### src/inc/pstw_pkg.sv
package pstw_pkg;

    localparam int ADDR_W = 6;
    localparam int DATA_W = 4;

    // register offsets
    localparam logic [5:0] ADDR_TA_FLAG = 6'h01;
    localparam logic [5:0] ADDR_BC_FLAG = 6'h02;
    localparam logic [5:0] ADDR_PORT_FUNC_A = 6'h04;
    localparam logic [5:0] ADDR_SERIAL_CLK = 6'h05;
    localparam logic [5:0] ADDR_TA_CTL = 6'h08;
    localparam logic [5:0] ADDR_TB_CTL = 6'h09;
    localparam logic [5:0] ADDR_TB_LOW = 6'h0a;
    localparam logic [5:0] ADDR_TB_HIGH = 6'h0b;
    localparam logic [5:0] ADDR_TC_CTL = 6'h0d;
    localparam logic [5:0] ADDR_TC_LOW = 6'h0e;
    localparam logic [5:0] ADDR_TC_HIGH = 6'h0f;
    localparam logic [5:0] ADDR_GUARD = 6'h10;

    // field positions
    localparam int TA_FLAG_BIT = 2;
    localparam int TB_FLAG_BIT = 0;
    localparam int TC_FLAG_BIT = 2;
    localparam int AUTO_RELOAD_BIT = 3;
    localparam int TA_SUBCLK_BIT = 3;
    localparam int PORT_EVENT_BIT = 3;
    localparam int GUARD_BIT = 0;

    // values after reset, and the counter top value
    localparam logic [3:0] CTL_RST = 4'h0;
    localparam logic [7:0] RELOAD_RST = 8'h00;
    localparam logic [7:0] COUNT_RST = 8'h00;
    localparam logic [10:0] PSS_RST = 11'h000;
    localparam logic [4:0] PSW_RST = 5'h00;
    localparam logic [2:0] SUBDIV_RST = 3'h0;
    localparam logic [7:0] COUNT_MAX = 8'hff;

    // sub-clock pre-divider last state (input divided by eight)
    localparam logic [2:0] SUBDIV_LAST = 3'h7;
    localparam logic [1:0] SUBDIV_HALF_LAST = 2'h3;

    // mode register settling: cycles from write to effect
    localparam int CTL_SETTLE_CYCLES = 2;

endpackage : pstw_pkg

### src/logic/pstw_reload_timer.sv
module pstw_reload_timer
(
    input wire logic clock,
    input wire logic rst_n,
    input wire logic [7:0] taps,
    input wire logic ctl_wr,
    input wire logic low_wr,
    input wire logic high_wr,
    input wire logic high_rd,
    input wire logic [pstw_pkg::DATA_W-1:0] wdata,
    output logic [7:0] count,
    output logic [3:0] snap_low,
    output logic wrap
);
    import pstw_pkg::*;

    logic [3:0] ctl_reg;
    logic [3:0] ctl_eff_reg;
    logic [7:0] reload_reg;
    logic [7:0] count_reg;
    logic [3:0] snap_reg;
    logic tick;

    assign tick = taps[ctl_eff_reg[2:0]];
    assign wrap = tick && (count_reg == COUNT_MAX);
    assign count = count_reg;
    assign snap_low = snap_reg;

    // mode write steers the ticks sampled two edges after it
    always_ff @(posedge clock or negedge rst_n)
    begin
        if (!rst_n)
        begin
            ctl_reg <= CTL_RST;
            ctl_eff_reg <= CTL_RST;
        end
        else
        begin
            if (ctl_wr)
                ctl_reg <= wdata;
            ctl_eff_reg <= ctl_reg;
        end
    end

    always_ff @(posedge clock or negedge rst_n)
    begin
        if (!rst_n)
            reload_reg <= RELOAD_RST;
        else if (low_wr)
            reload_reg[3:0] <= wdata;
        else if (high_wr)
            reload_reg[7:4] <= wdata;
    end

    always_ff @(posedge clock or negedge rst_n)
    begin
        if (!rst_n)
            count_reg <= COUNT_RST;
        else if (high_wr)
            count_reg <= {wdata, reload_reg[3:0]};
        else if (wrap)
            count_reg <= ctl_eff_reg[AUTO_RELOAD_BIT] ? reload_reg : COUNT_RST;
        else if (tick)
            count_reg <= count_reg + 8'h01;
    end

    // high digit read freezes the low digit
    always_ff @(posedge clock or negedge rst_n)
    begin
        if (!rst_n)
            snap_reg <= 4'h0;
        else if (high_rd)
            snap_reg <= count_reg[3:0];
    end
endmodule : pstw_reload_timer

### src/logic/pstw_sync.sv
module pstw_sync
#(
    parameter int WIDTH = 2
)
(
    input wire logic clock,
    input wire logic rst_n,
    input wire logic [WIDTH-1:0] async_in,
    output logic [WIDTH-1:0] sync_out
);
    logic [WIDTH-1:0] meta_reg;

    always_ff @(posedge clock or negedge rst_n)
    begin
        if (!rst_n)
        begin
            meta_reg <= '0;
            sync_out <= '0;
        end
        else
        begin
            meta_reg <= async_in;
            sync_out <= meta_reg;
        end
    end

endmodule : pstw_sync

### src/logic/pstw_top.sv
// Local design decision: the plain strobed port.
module pstw_top
(
    input wire logic clock,
    input wire logic nrst,
    input wire logic [pstw_pkg::ADDR_W-1:0] addr,
    input wire logic [pstw_pkg::DATA_W-1:0] wdata,
    input wire logic wr,
    input wire logic rd,
    output logic [pstw_pkg::DATA_W-1:0] rdata,
    input wire logic stop_mode,
    input wire logic watch_mode,
    input wire logic subclock_osc_input,
    input wire logic event_input_pin_n,
    output logic timer_a_overflow_flag,
    output logic timer_b_overflow_flag,
    output logic timer_c_overflow_flag,
    output logic guard_arm_flag,
    output logic mcu_reset_req,
    output logic serial_clock_tick
);
    import pstw_pkg::*;

    logic [1:0] rst_pipe_reg;
    logic rst_n;
    logic [1:0] pin_sync;
    logic x1_prev_reg;
    logic event_prev_reg;
    logic x1_edge;
    logic event_tick;
    logic [10:0] pss_reg;
    logic pss_run;
    logic [11:1] pss_tick;
    logic [2:0] subdiv_reg;
    logic sub_tick;
    logic half_sub_tick;
    logic [4:0] psw_reg;
    logic [3:0] ta_ctl_reg;
    logic [3:0] port_func_a_reg;
    logic [3:0] serial_clk_reg;
    logic [7:0] ta_count_reg;
    logic ta_tick;
    logic ta_clear;
    logic ta_wrap;
    logic ta_flag_reg;
    logic tb_flag_reg;
    logic tc_flag_reg;
    logic guard_reg;
    logic mcu_reset_reg;
    logic [7:0] taps_b;
    logic [7:0] taps_c;
    logic [7:0] tb_count;
    logic [7:0] tc_count;
    logic [3:0] tb_snap;
    logic [3:0] tc_snap;
    logic tb_wrap;
    logic tc_wrap;
    logic [3:0] rd_mux;

    // reset release through two flip-flops
    always_ff @(posedge clock or negedge nrst)
    begin
        if (!nrst)
            rst_pipe_reg <= 2'h0;
        else
            rst_pipe_reg <= {rst_pipe_reg[0], 1'b1};
    end
    assign rst_n = rst_pipe_reg[1];

    pstw_sync #(.WIDTH(2)) u_pin_sync
    (
        .clock(clock),
        .rst_n(rst_n),
        .async_in({event_input_pin_n, subclock_osc_input}),
        .sync_out(pin_sync)
    );

    always_ff @(posedge clock or negedge rst_n)
    begin
        if (!rst_n)
        begin
            x1_prev_reg <= 1'b0;
            event_prev_reg <= 1'b1;
        end
        else
        begin
            x1_prev_reg <= pin_sync[0];
            event_prev_reg <= pin_sync[1];
        end
    end

    assign x1_edge = pin_sync[0] && !x1_prev_reg;
    assign event_tick = port_func_a_reg[PORT_EVENT_BIT] && event_prev_reg && !pin_sync[1];

    // system prescaler
    assign pss_run = !stop_mode && !watch_mode;

    always_ff @(posedge clock or negedge rst_n)
    begin
        if (!rst_n)
            pss_reg <= PSS_RST;
        else if (pss_run)
            pss_reg <= pss_reg + 11'h001;
    end

    // divide-by-2^k tap fires as the low k bits roll over
    genvar k;
    generate
        for (k = 1; k <= 11; k++)
        begin : g_pss_tap
            assign pss_tick[k] = pss_run && (&pss_reg[k-1:0]);
        end
    endgenerate

    // sub-clock divided by eight, then five-bit prescaler
    assign sub_tick = x1_edge && (subdiv_reg == SUBDIV_LAST);
    assign half_sub_tick = x1_edge && (subdiv_reg[1:0] == SUBDIV_HALF_LAST);
    assign ta_clear = ta_ctl_reg[TA_SUBCLK_BIT] && (ta_ctl_reg[2:1] == 2'h3);

    always_ff @(posedge clock or negedge rst_n)
    begin
        if (!rst_n)
            subdiv_reg <= SUBDIV_RST;
        else if (x1_edge)
            subdiv_reg <= subdiv_reg + 3'h1;
    end

    always_ff @(posedge clock or negedge rst_n)
    begin
        if (!rst_n)
            psw_reg <= PSW_RST;
        else if (ta_clear)
            psw_reg <= PSW_RST;
        else if (sub_tick)
            psw_reg <= psw_reg + 5'h01;
    end

    // timer A input selection
    always_comb
    begin
        ta_tick = 1'b0;
        if (!ta_ctl_reg[TA_SUBCLK_BIT])
        begin
            case (ta_ctl_reg[2:0])
                3'h0: ta_tick = pss_tick[11];
                3'h1: ta_tick = pss_tick[10];
                3'h2: ta_tick = pss_tick[9];
                3'h3: ta_tick = pss_tick[7];
                3'h4: ta_tick = pss_tick[5];
                3'h5: ta_tick = pss_tick[3];
                3'h6: ta_tick = pss_tick[2];
                default: ta_tick = pss_tick[1];
            endcase
        end
        else
        begin
            case (ta_ctl_reg[2:0])
                3'h0: ta_tick = sub_tick && (&psw_reg[4:0]);
                3'h1: ta_tick = sub_tick && (&psw_reg[3:0]);
                3'h2: ta_tick = sub_tick && (&psw_reg[2:0]);
                3'h3: ta_tick = sub_tick && psw_reg[0];
                3'h4: ta_tick = half_sub_tick;
                default: ta_tick = 1'b0;
            endcase
        end
    end

    assign ta_wrap = ta_tick && (ta_count_reg == COUNT_MAX);

    always_ff @(posedge clock or negedge rst_n)
    begin
        if (!rst_n)
            ta_count_reg <= COUNT_RST;
        else if (ta_clear)
            ta_count_reg <= COUNT_RST;
        else if (ta_tick)
            ta_count_reg <= ta_count_reg + 8'h01;
    end

    // tap tables for timer B, timer C and serial clock
    assign taps_b = {event_tick, pss_tick[1], pss_tick[2], pss_tick[3],
                     pss_tick[5], pss_tick[7], pss_tick[9], pss_tick[11]};
    assign taps_c = {pss_tick[1], pss_tick[2], pss_tick[3], pss_tick[5],
                     pss_tick[7], pss_tick[9], pss_tick[10], pss_tick[11]};
    assign serial_clock_tick = taps_c[serial_clk_reg[2:0]];

    pstw_reload_timer u_timer_b
    (
        .clock(clock),
        .rst_n(rst_n),
        .taps(taps_b),
        .ctl_wr(wr && addr == ADDR_TB_CTL),
        .low_wr(wr && addr == ADDR_TB_LOW),
        .high_wr(wr && addr == ADDR_TB_HIGH),
        .high_rd(rd && addr == ADDR_TB_HIGH),
        .wdata(wdata),
        .count(tb_count),
        .snap_low(tb_snap),
        .wrap(tb_wrap)
    );

    pstw_reload_timer u_timer_c
    (
        .clock(clock),
        .rst_n(rst_n),
        .taps(taps_c),
        .ctl_wr(wr && addr == ADDR_TC_CTL),
        .low_wr(wr && addr == ADDR_TC_LOW),
        .high_wr(wr && addr == ADDR_TC_HIGH),
        .high_rd(rd && addr == ADDR_TC_HIGH),
        .wdata(wdata),
        .count(tc_count),
        .snap_low(tc_snap),
        .wrap(tc_wrap)
    );

    // write-only control registers
    always_ff @(posedge clock or negedge rst_n)
    begin
        if (!rst_n)
        begin
            ta_ctl_reg <= CTL_RST;
            port_func_a_reg <= CTL_RST;
            serial_clk_reg <= CTL_RST;
        end
        else if (wr)
        begin
            if (addr == ADDR_TA_CTL)
                ta_ctl_reg <= wdata;
            if (addr == ADDR_PORT_FUNC_A)
                port_func_a_reg <= wdata;
            if (addr == ADDR_SERIAL_CLK)
                serial_clk_reg <= wdata;
        end
    end

    // overflow flags: writing 0 clears, a same-cycle overflow wins
    always_ff @(posedge clock or negedge rst_n)
    begin
        if (!rst_n)
            ta_flag_reg <= 1'b0;
        else if (ta_wrap)
            ta_flag_reg <= 1'b1;
        else if (wr && addr == ADDR_TA_FLAG && !wdata[TA_FLAG_BIT])
            ta_flag_reg <= 1'b0;
    end

    always_ff @(posedge clock or negedge rst_n)
    begin
        if (!rst_n)
            tb_flag_reg <= 1'b0;
        else if (tb_wrap)
            tb_flag_reg <= 1'b1;
        else if (wr && addr == ADDR_BC_FLAG && !wdata[TB_FLAG_BIT])
            tb_flag_reg <= 1'b0;
    end

    always_ff @(posedge clock or negedge rst_n)
    begin
        if (!rst_n)
            tc_flag_reg <= 1'b0;
        else if (tc_wrap)
            tc_flag_reg <= 1'b1;
        else if (wr && addr == ADDR_BC_FLAG && !wdata[TC_FLAG_BIT])
            tc_flag_reg <= 1'b0;
    end

    always_ff @(posedge clock or negedge rst_n)
    begin
        if (!rst_n)
            guard_reg <= 1'b0;
        else if (wr && addr == ADDR_GUARD && wdata[GUARD_BIT])
            guard_reg <= 1'b1;
    end

    always_ff @(posedge clock or negedge rst_n)
    begin
        if (!rst_n)
            mcu_reset_reg <= 1'b0;
        else
            mcu_reset_reg <= tc_wrap && guard_reg;
    end

    assign timer_a_overflow_flag = ta_flag_reg;
    assign timer_b_overflow_flag = tb_flag_reg;
    assign timer_c_overflow_flag = tc_flag_reg;
    assign guard_arm_flag = guard_reg;
    assign mcu_reset_req = mcu_reset_reg;

    // read mux; write-only and unmapped addresses read zero
    always_comb
    begin
        rd_mux = 4'h0;
        case (addr)
            ADDR_TA_FLAG: rd_mux[TA_FLAG_BIT] = ta_flag_reg;
            ADDR_BC_FLAG:
            begin
                rd_mux[TB_FLAG_BIT] = tb_flag_reg;
                rd_mux[TC_FLAG_BIT] = tc_flag_reg;
            end
            ADDR_TB_LOW: rd_mux = tb_snap;
            ADDR_TB_HIGH: rd_mux = tb_count[7:4];
            ADDR_TC_LOW: rd_mux = tc_snap;
            ADDR_TC_HIGH: rd_mux = tc_count[7:4];
            ADDR_GUARD: rd_mux[GUARD_BIT] = guard_reg;
            default: rd_mux = 4'h0;
        endcase
    end

    always_ff @(posedge clock or negedge rst_n)
    begin
        if (!rst_n)
            rdata <= 4'h0;
        else if (rd)
            rdata <= rd_mux;
        else
            rdata <= 4'h0;
    end
endmodule : pstw_top

### config.mk
export PLATFORM = sky130hd
export DESIGN_NAME = pstw_top
export DESIGN_NICKNAME = d
export VERILOG_FILES = /design/src/inc/pstw_pkg.sv /design/src/logic/pstw_reload_timer.sv /design/src/logic/pstw_sync.sv /design/src/logic/pstw_top.sv
export SDC_FILE = /design/constraint.sdc
export NUM_CORES = 1
export LEC_CHECK = 0
export ABC_AREA = 1
export ABC_CLOCK_PERIOD_IN_PS = 4100
export BUFFER_PORTS_ARGS = -buffer_cell sky130_fd_sc_hd__clkbuf_2
export CAP_MARGIN = 10
export CORE_MARGIN = 2
export CORE_UTILIZATION = 45
export CTS_CLUSTER_DIAMETER = 120
export CTS_CLUSTER_SIZE = 28
export DETAILED_ROUTE_END_ITERATION = 8
export PLACE_DENSITY = 0.73
export RECOVER_POWER = 50
export SYNTH_ARGS = -nofsm -noshare
export SYNTH_HDL_FRONTEND = slang
export SYNTH_HIERARCHICAL = 1
export SYNTH_SLANG_ARGS = --single-unit
export TNS_END_PERCENT = 30
### constraint.sdc
create_clock -name clock -period 4.1 [get_ports clock]
set_input_delay 0 -clock clock [delete_from_list [all_inputs] [get_ports clock]]
set_output_delay 0 -clock clock [all_outputs]
set_load 0.02 [all_outputs]
After elaboration in Yosys (flattened, before gate mapping). Index checks and enable logic that the tools add are counted.

Register bits: 111. Input port bits: 18.

Add/subtract/negate cells: 6. Magnitude comparators: 3. Equal/unequal tests: 24. Mux-type cells: 32. Bitwise gates (word level): 2. Reduce and logical (&&, ||, !) cells: 67.

Operator list (count): $mux 8 (10); $eq 6x4->1 const B (7); $logic_and 1x1->1 (38); $add 8x1->8 const B (3); $eq 8x8->1 const B (3); $eq 3x3->1 const B (4); $eq 6x3->1 const B (2); $lt 3x4->1 const B (3); $pmux 1 s6 (2); $reduce_and 2->1 (6); $add 11x1->11 const B (1); $reduce_and 11->1 (1); $mux 1 (10); $mux 5 (2); $reduce_and 10->1 (1); $reduce_and 5->1 (2); $reduce_bool 2->1 (5); $bmux 1 s3 (3); $reduce_and 9->1 (1); $pmux 1 s4 (2); $pmux 1 s7 (1); $reduce_and 7->1 (1); $eq 3x2->1 const B (2); $eq 6x1->1 const B (1); 14 further kinds (23).

Logic depth before layout (Yosys ltp).
Word-level depth: 8. Mapped depth: 15.

Modules after synthesis. The synthesis kept the hierarchy.

By module, submodules not included: pstw_reload_timer (instances 2, cells each 186, area each 1473.9 um^2); pstw_top (instances 1, cells each 364, area each 2781.4 um^2); pstw_sync (instances 1, cells each 4, area each 100.1 um^2).

Worst setup path after synthesis. OpenSTA, ideal clock, no wires.

Path type: register -> register. From: reg pss_reg[0]. To: reg u_timer_c.count_reg[0] (netlist: u_timer_c/count[0]). Arrival: 1.817 ns. Slack: 2.218 ns. Cell stages (with the launch flop): 15. Buffers on the path: 0. Period minus slack after synthesis: 1.882 ns. Cells stage by stage: dfrtp_1 -> ha_1 -> nand3_2 -> nor3_1 -> ha_1 -> inv_1 -> nor2_1 -> inv_1 -> nand2_1 -> nand3_1 -> nand3_2 -> nand3_1 -> inv_2 -> nand3_1 -> nand2_1.

Word-level cells in the longest chain between the ends: 7. Elaborated cells between the ends (all ways): 21. Those cells by class: mux: 4; reduce/logical: 17.

RTL lines: start: declaration (line pstw_top.sv:31) `logic [10:0] pss_reg;`; start signal: assignment (line pstw_top.sv:103) `pss_reg <= pss_reg + 11'h001;`; $reduce_and 9->1 (*) (line pstw_top.sv:111) `assign pss_tick[k] = pss_run && (&pss_reg[k-1:0]);`; $logic_and 1x1->1 (*) (line pstw_top.sv:111); via pss_tick, one bit (line pstw_top.sv:33) `logic [11:1] pss_tick;`; $bmux 1 s3 (*) (line pstw_reload_timer.sv:24) `assign tick = taps[ctl_eff_reg[2:0]];`; $mux 1 (implied by the code) (*) (line pstw_reload_timer.sv:24); $logic_and 1x1->1 (line pstw_reload_timer.sv:25) `assign wrap = tick && (count_reg == COUNT_MAX);`; $mux 8 (line pstw_reload_timer.sv:61) `else if (wrap)`; $mux 8 (line pstw_reload_timer.sv:59) `else if (high_wr)`; end signal: assignment (line pstw_reload_timer.sv:60) `count_reg <= {wdata, reload_reg[3:0]};`; end signal: assignment (line pstw_reload_timer.sv:62) `count_reg <= ctl_eff_reg[AUTO_RELOAD_BIT] ? reload_reg : COUNT_RST;`; end signal: assignment (line pstw_reload_timer.sv:64) `count_reg <= count_reg + 8'h01;`; end: declaration (line pstw_reload_timer.sv:20) `logic [7:0] count_reg;`.

Mark *: on every way through the listed nets, which the timed path passes. The rest lies on a longest branch. The select of a mux whose other input is x is not followed. A chain may end at the register's enable or synchronous reset.

Worst setup path in the final report.
From: reg pss_reg[0]. To: out serial_clock_tick.

Word-level cells in the longest chain between the ends: 4. Elaborated cells between the ends (all ways): 17. Those cells by class: mux: 2; reduce/logical: 15.

RTL lines: $reduce_and 9->1 (line pstw_top.sv:111); $logic_and 1x1->1 (line pstw_top.sv:111); via pss_tick, one bit (line pstw_top.sv:33); $bmux 1 s3 (line pstw_top.sv:185) `assign serial_clock_tick = taps_c[serial_clk_reg[2:0]];`; $mux 1 (implied by the code) (line pstw_top.sv:185); end: declaration (line pstw_top.sv:20) `output logic serial_clock_tick`.

The timed path passes the listed nets, and every way through them passes these cells. The select of a mux whose other input is x is not followed.

==> results.txt <==
- Status: complete, no violations
- Worst min-delay path category: input port to register
* Area of all sequential standard cells: around 2700 um2
* Count of input and output buffers: 27
- Summed over its instances, the top area cell type makes up between 40% and 50% of the synthesized netlist area.
* Post-Synthesis Mean Instance Area: a little under 8 um2
- The number of nets handed over by synthesis was 770.
- For met1 alone, demand over resource in global routing was roughly 28%.
- Across the routed clock network, the largest skew measured is ~0.011 ns.
* Sum of negative setup slack: 0 ns
* Utilization after layout: approximately half
- Relative to the synthesized area, the layout overhead comes to 11.12%.
- Final setup fails: 0
- List of cells traversed by the critical path: ha_1 -> nand3_1 -> nor3_1 -> ha_1 -> inv_1 -> nor2_1 -> o21ai_0 -> o22ai_1 -> nand2_1 -> nand2_1 -> clkbuf_2
- DRC violations left: 0
- Post-synthesis sequential element count: 108
- Area of the mapped netlist: a little under 6000 um2
- In this run the remaining antenna-violating nets after routing total 0.
- Max H-tree Level: 3
* Classification of the worst setup path: register to primary output
* Post-detailed-route wirelength per cell: ~13 um
- HPWL after detailed placement: ~9200 um
- Clock latency on the worst-skew pair, taken at its later pin, is approximately 0.36 ns.
- Across all hold checks on the routed design, the worst slack comes to 0.006269 ns.
* Cell area after placement: 6120 um2
* Starting Density: between 40% and 50%
- Buffers inserted during clock tree synthesis total 9.
- VDD sags by at most 0.2268 mV.
* Ratio of cells with drive above 1 in the final layout: 10.15%
- The number of buffers and inverters on the critical path is 2.
- The repair_antennas step left the layout with diodes totalling 0.
* Count of hold buffers inserted by post-cts repair: 6
- Pwr Density: between 400 and 500 nW/um2
- Routability-driven placement congestion ratio: 0.9068
- At the worst endpoint, the arrival time is approximately 2.3 ns.
- Count of standard-cell rows: around 40
* CTS max path bufs: 2
- At the pin with the least slew margin, the transition time is approximately 1.2 ns.
* Pin count of the biggest net entering global routing: 45
- Delay of the slowest critical-path stage: approximately 0.38 ns
- Wire length of the first global-routing pass: 21,950 um
* Met3 demand-to-capacity share in global routing: under 10%
- At the worst endpoint, the required time is slightly above 4 ns.
- The Yosys step of the flow raised 6 warnings.
* Portion of the clock cycle consumed by the worst path in the final layout: a little under three fifths
- Based on the critical path, the design can be clocked at up to about 0.44 GHz.
* Reg2reg setup slack: 1.83 ns
- Clock sinks: approximately 110
* Top-level port count: 28
- CP Launch Type: register
* Final hold viol count: 0
- The layer flagged by global routing as most heavily used is met2.
- The register with the most flip-flops in the layout has 11 of them.
- OpenSTA, run right after detailed placement, puts the worst setup slack at 1.919 ns.
- Area of the multi-input gates: between 2000 and 3000 um2
- The synthesized design spends more area on one cell type than any other, namely dfrtp_1.
- The routed design has approximately 13,000 um of wire.
- Standby leakage power: roughly 0.0034 uW
- First-pass DRT Iterations: 6
- The die is about 120 um wide.
* CTS tree: yes
- The root buffer cell chosen for the clock tree is clkbuf_16.
- Initial antenna violation count: 0
- Sequential area share after synthesis: 46.38%
- The tool flagged a number of max-cap violations equal to 0.
- For met2 alone, demand over resource in global routing was roughly 30%.
* Final critical delay including setup and external delays: 2.276 ns
- The worst setup path is captured at a primary output.
* Post-synthesis instance total: between 700 and 800
- In this run the standard cell core region covers ~13,000 um2.
* Max-slew violation count: 0
* Starting DRT DRC Count: around 480
- Top post-synthesis cells by area: dfrtp_1, nand2_1, inv_1
- Using the TritonRoute via totals, the vias-per-cell ratio works out to around 5.1.
- Post-CTS Setup Bufs: 0
- Clock slew seen by the registers of the worst setup and hold paths: around 0.070 ns
* Worst path top cell family by delay: simple AND/OR/NAND/NOR gates
- The net count of the finished layout is 803.
- In this run the vertical extent of the chip is 117.8 um.
- Overflow after GRT: 0
- Unique cell type count in the Yosys netlist: 39
* Resized cells post-CTS: 0
* Number of global-route vias before repair: about 4,500
* Standard cell with the maximum stage delay on the critical path: dfrtp_1
- Worst max-slew margin expressed relative to the limit: a little under a fifth
* Area enclosed by the die boundary: approximately 14,000 um2
* Count of vias placed by the detailed router: just under 5,000
* Global Route Usage Sum: around 19%
- The finished cells cover around 6500 um2.
- Unrepaired setup endpoints after global routing: no
- Maximum net fanout on the critical path: 4
* Layout filler cell count: approximately 1,200
* Post-route worst setup slack: 1.824 ns
cell usage after synthesis (all sizes together):
master	count
nand2	193
inv	116
dfrtp	107
nand3	79
nor2	76
o21ai	48
nand4	18
xor2	18
a21oi	13
ha	12
clkbuf	10
nor3	9
mux2	8
buf	5
xnor2	5
or2	4
nor4	3
a211oi	2
a31oi	2
a41oi	2
nand3b	2
o22ai	2
a22oi	1
a31o	1
and3	1
conb	1
dfstp	1
o21bai	1
through the flow:
| step | total power (uW) | cells |
|---|---|---|
| final | 3144 | 950 |
| after floorplan | 2001 | 740 |
| after global routing | 3352 | 950 |
| after detailed placement | 2193 | 927 |
| after global placement | 2166 | 927 |
| after CTS | 3169 | 949 |
placed cells by master (no fill, tap or decap), types with 2 or more instances in the layout:
cell	n
nor2_1	70
a41oi_1	2
nand4_1	18
inv_2	6
nand2_2	4
dlygate4sd3_1	6
nor3_2	2
dfrtp_1	107
inv_1	110
clkbuf_16	9
a21oi_1	13
o21ai_0	46
nor3_1	7
nand3b_1	2
ha_1	12
buf_4	3
nor2_4	3
nor2_2	3
a211oi_1	2
bufinv_16	2
or2_0	2
xor2_1	18
nand2_4	4
xnor2_1	5
or2_2	2
clkbuf_2	17
nand3_1	71
mux2_2	8
nand3_2	8
o22ai_1	2
inv_6	2
nor4_1	3
clkbuf_1	11
inv_8	2
a31oi_1	2
nand2_1	185
layer usage:
layer,routed length (um),vias to the layer above
met5,0,-
met4,195,0
met3,567,18
met2,5806,114
met1,6222,2270
li1,-,2411
worst paths after layout:
check / from / to / depth (start not counted)
setup / recovery: pss_reg[0] / serial_clock_tick / 11
hold / removal: stop_mode / pss_reg[4] / 4
setup reg to reg: pss_reg[0] / u_timer_c/count[4] / 14
hold reg to reg: rst_pipe_reg[0] / rst_pipe_reg[1] / 0
max in group asynchronous: rst_pipe_reg[1] / u_timer_c/count[1] / 1
min in group asynchronous: nrst / rst_pipe_reg[1] / 3
final cells by class:
class	count	area share, %
flip-flops and latches	108	41.74
multi-input cells	501	39.89
inverters	116	6.722
clock buffers	9	3.477
well taps	172	3.322
repair buffers	37	3.226
clock inverters	7	1.623
where the power goes:
part           total [uW]  internal [uW]  switching [uW]
Combinational         661            270             390
Clock                 967            548             419
Sequential           1520           1280             236
worst min-delay path, cell delays in order:
cell,delay (ns)
clkbuf_2,0.10
nor2_2,0.09
nand2_1,0.07
nand2_1,0.05
kinds of logic (layout without fill, tap and decap cells):
kind of cell	count (synthesis)	after routing	share of synthesized area, %
AND/OR/NAND/NOR	385	385	30.33
buffers and inverters	131	169	8.951
flip-flops	108	108	46.38
AO/OA/AOI/OAI	72	72	6.697
XOR/XNOR	23	23	3.456
adder cells (fa/ha/maj)	12	12	2.576
multiplexers	8	8	1.545
other	1	1	0.06433
Note: power is estimated with default switching activity, not from simulation.
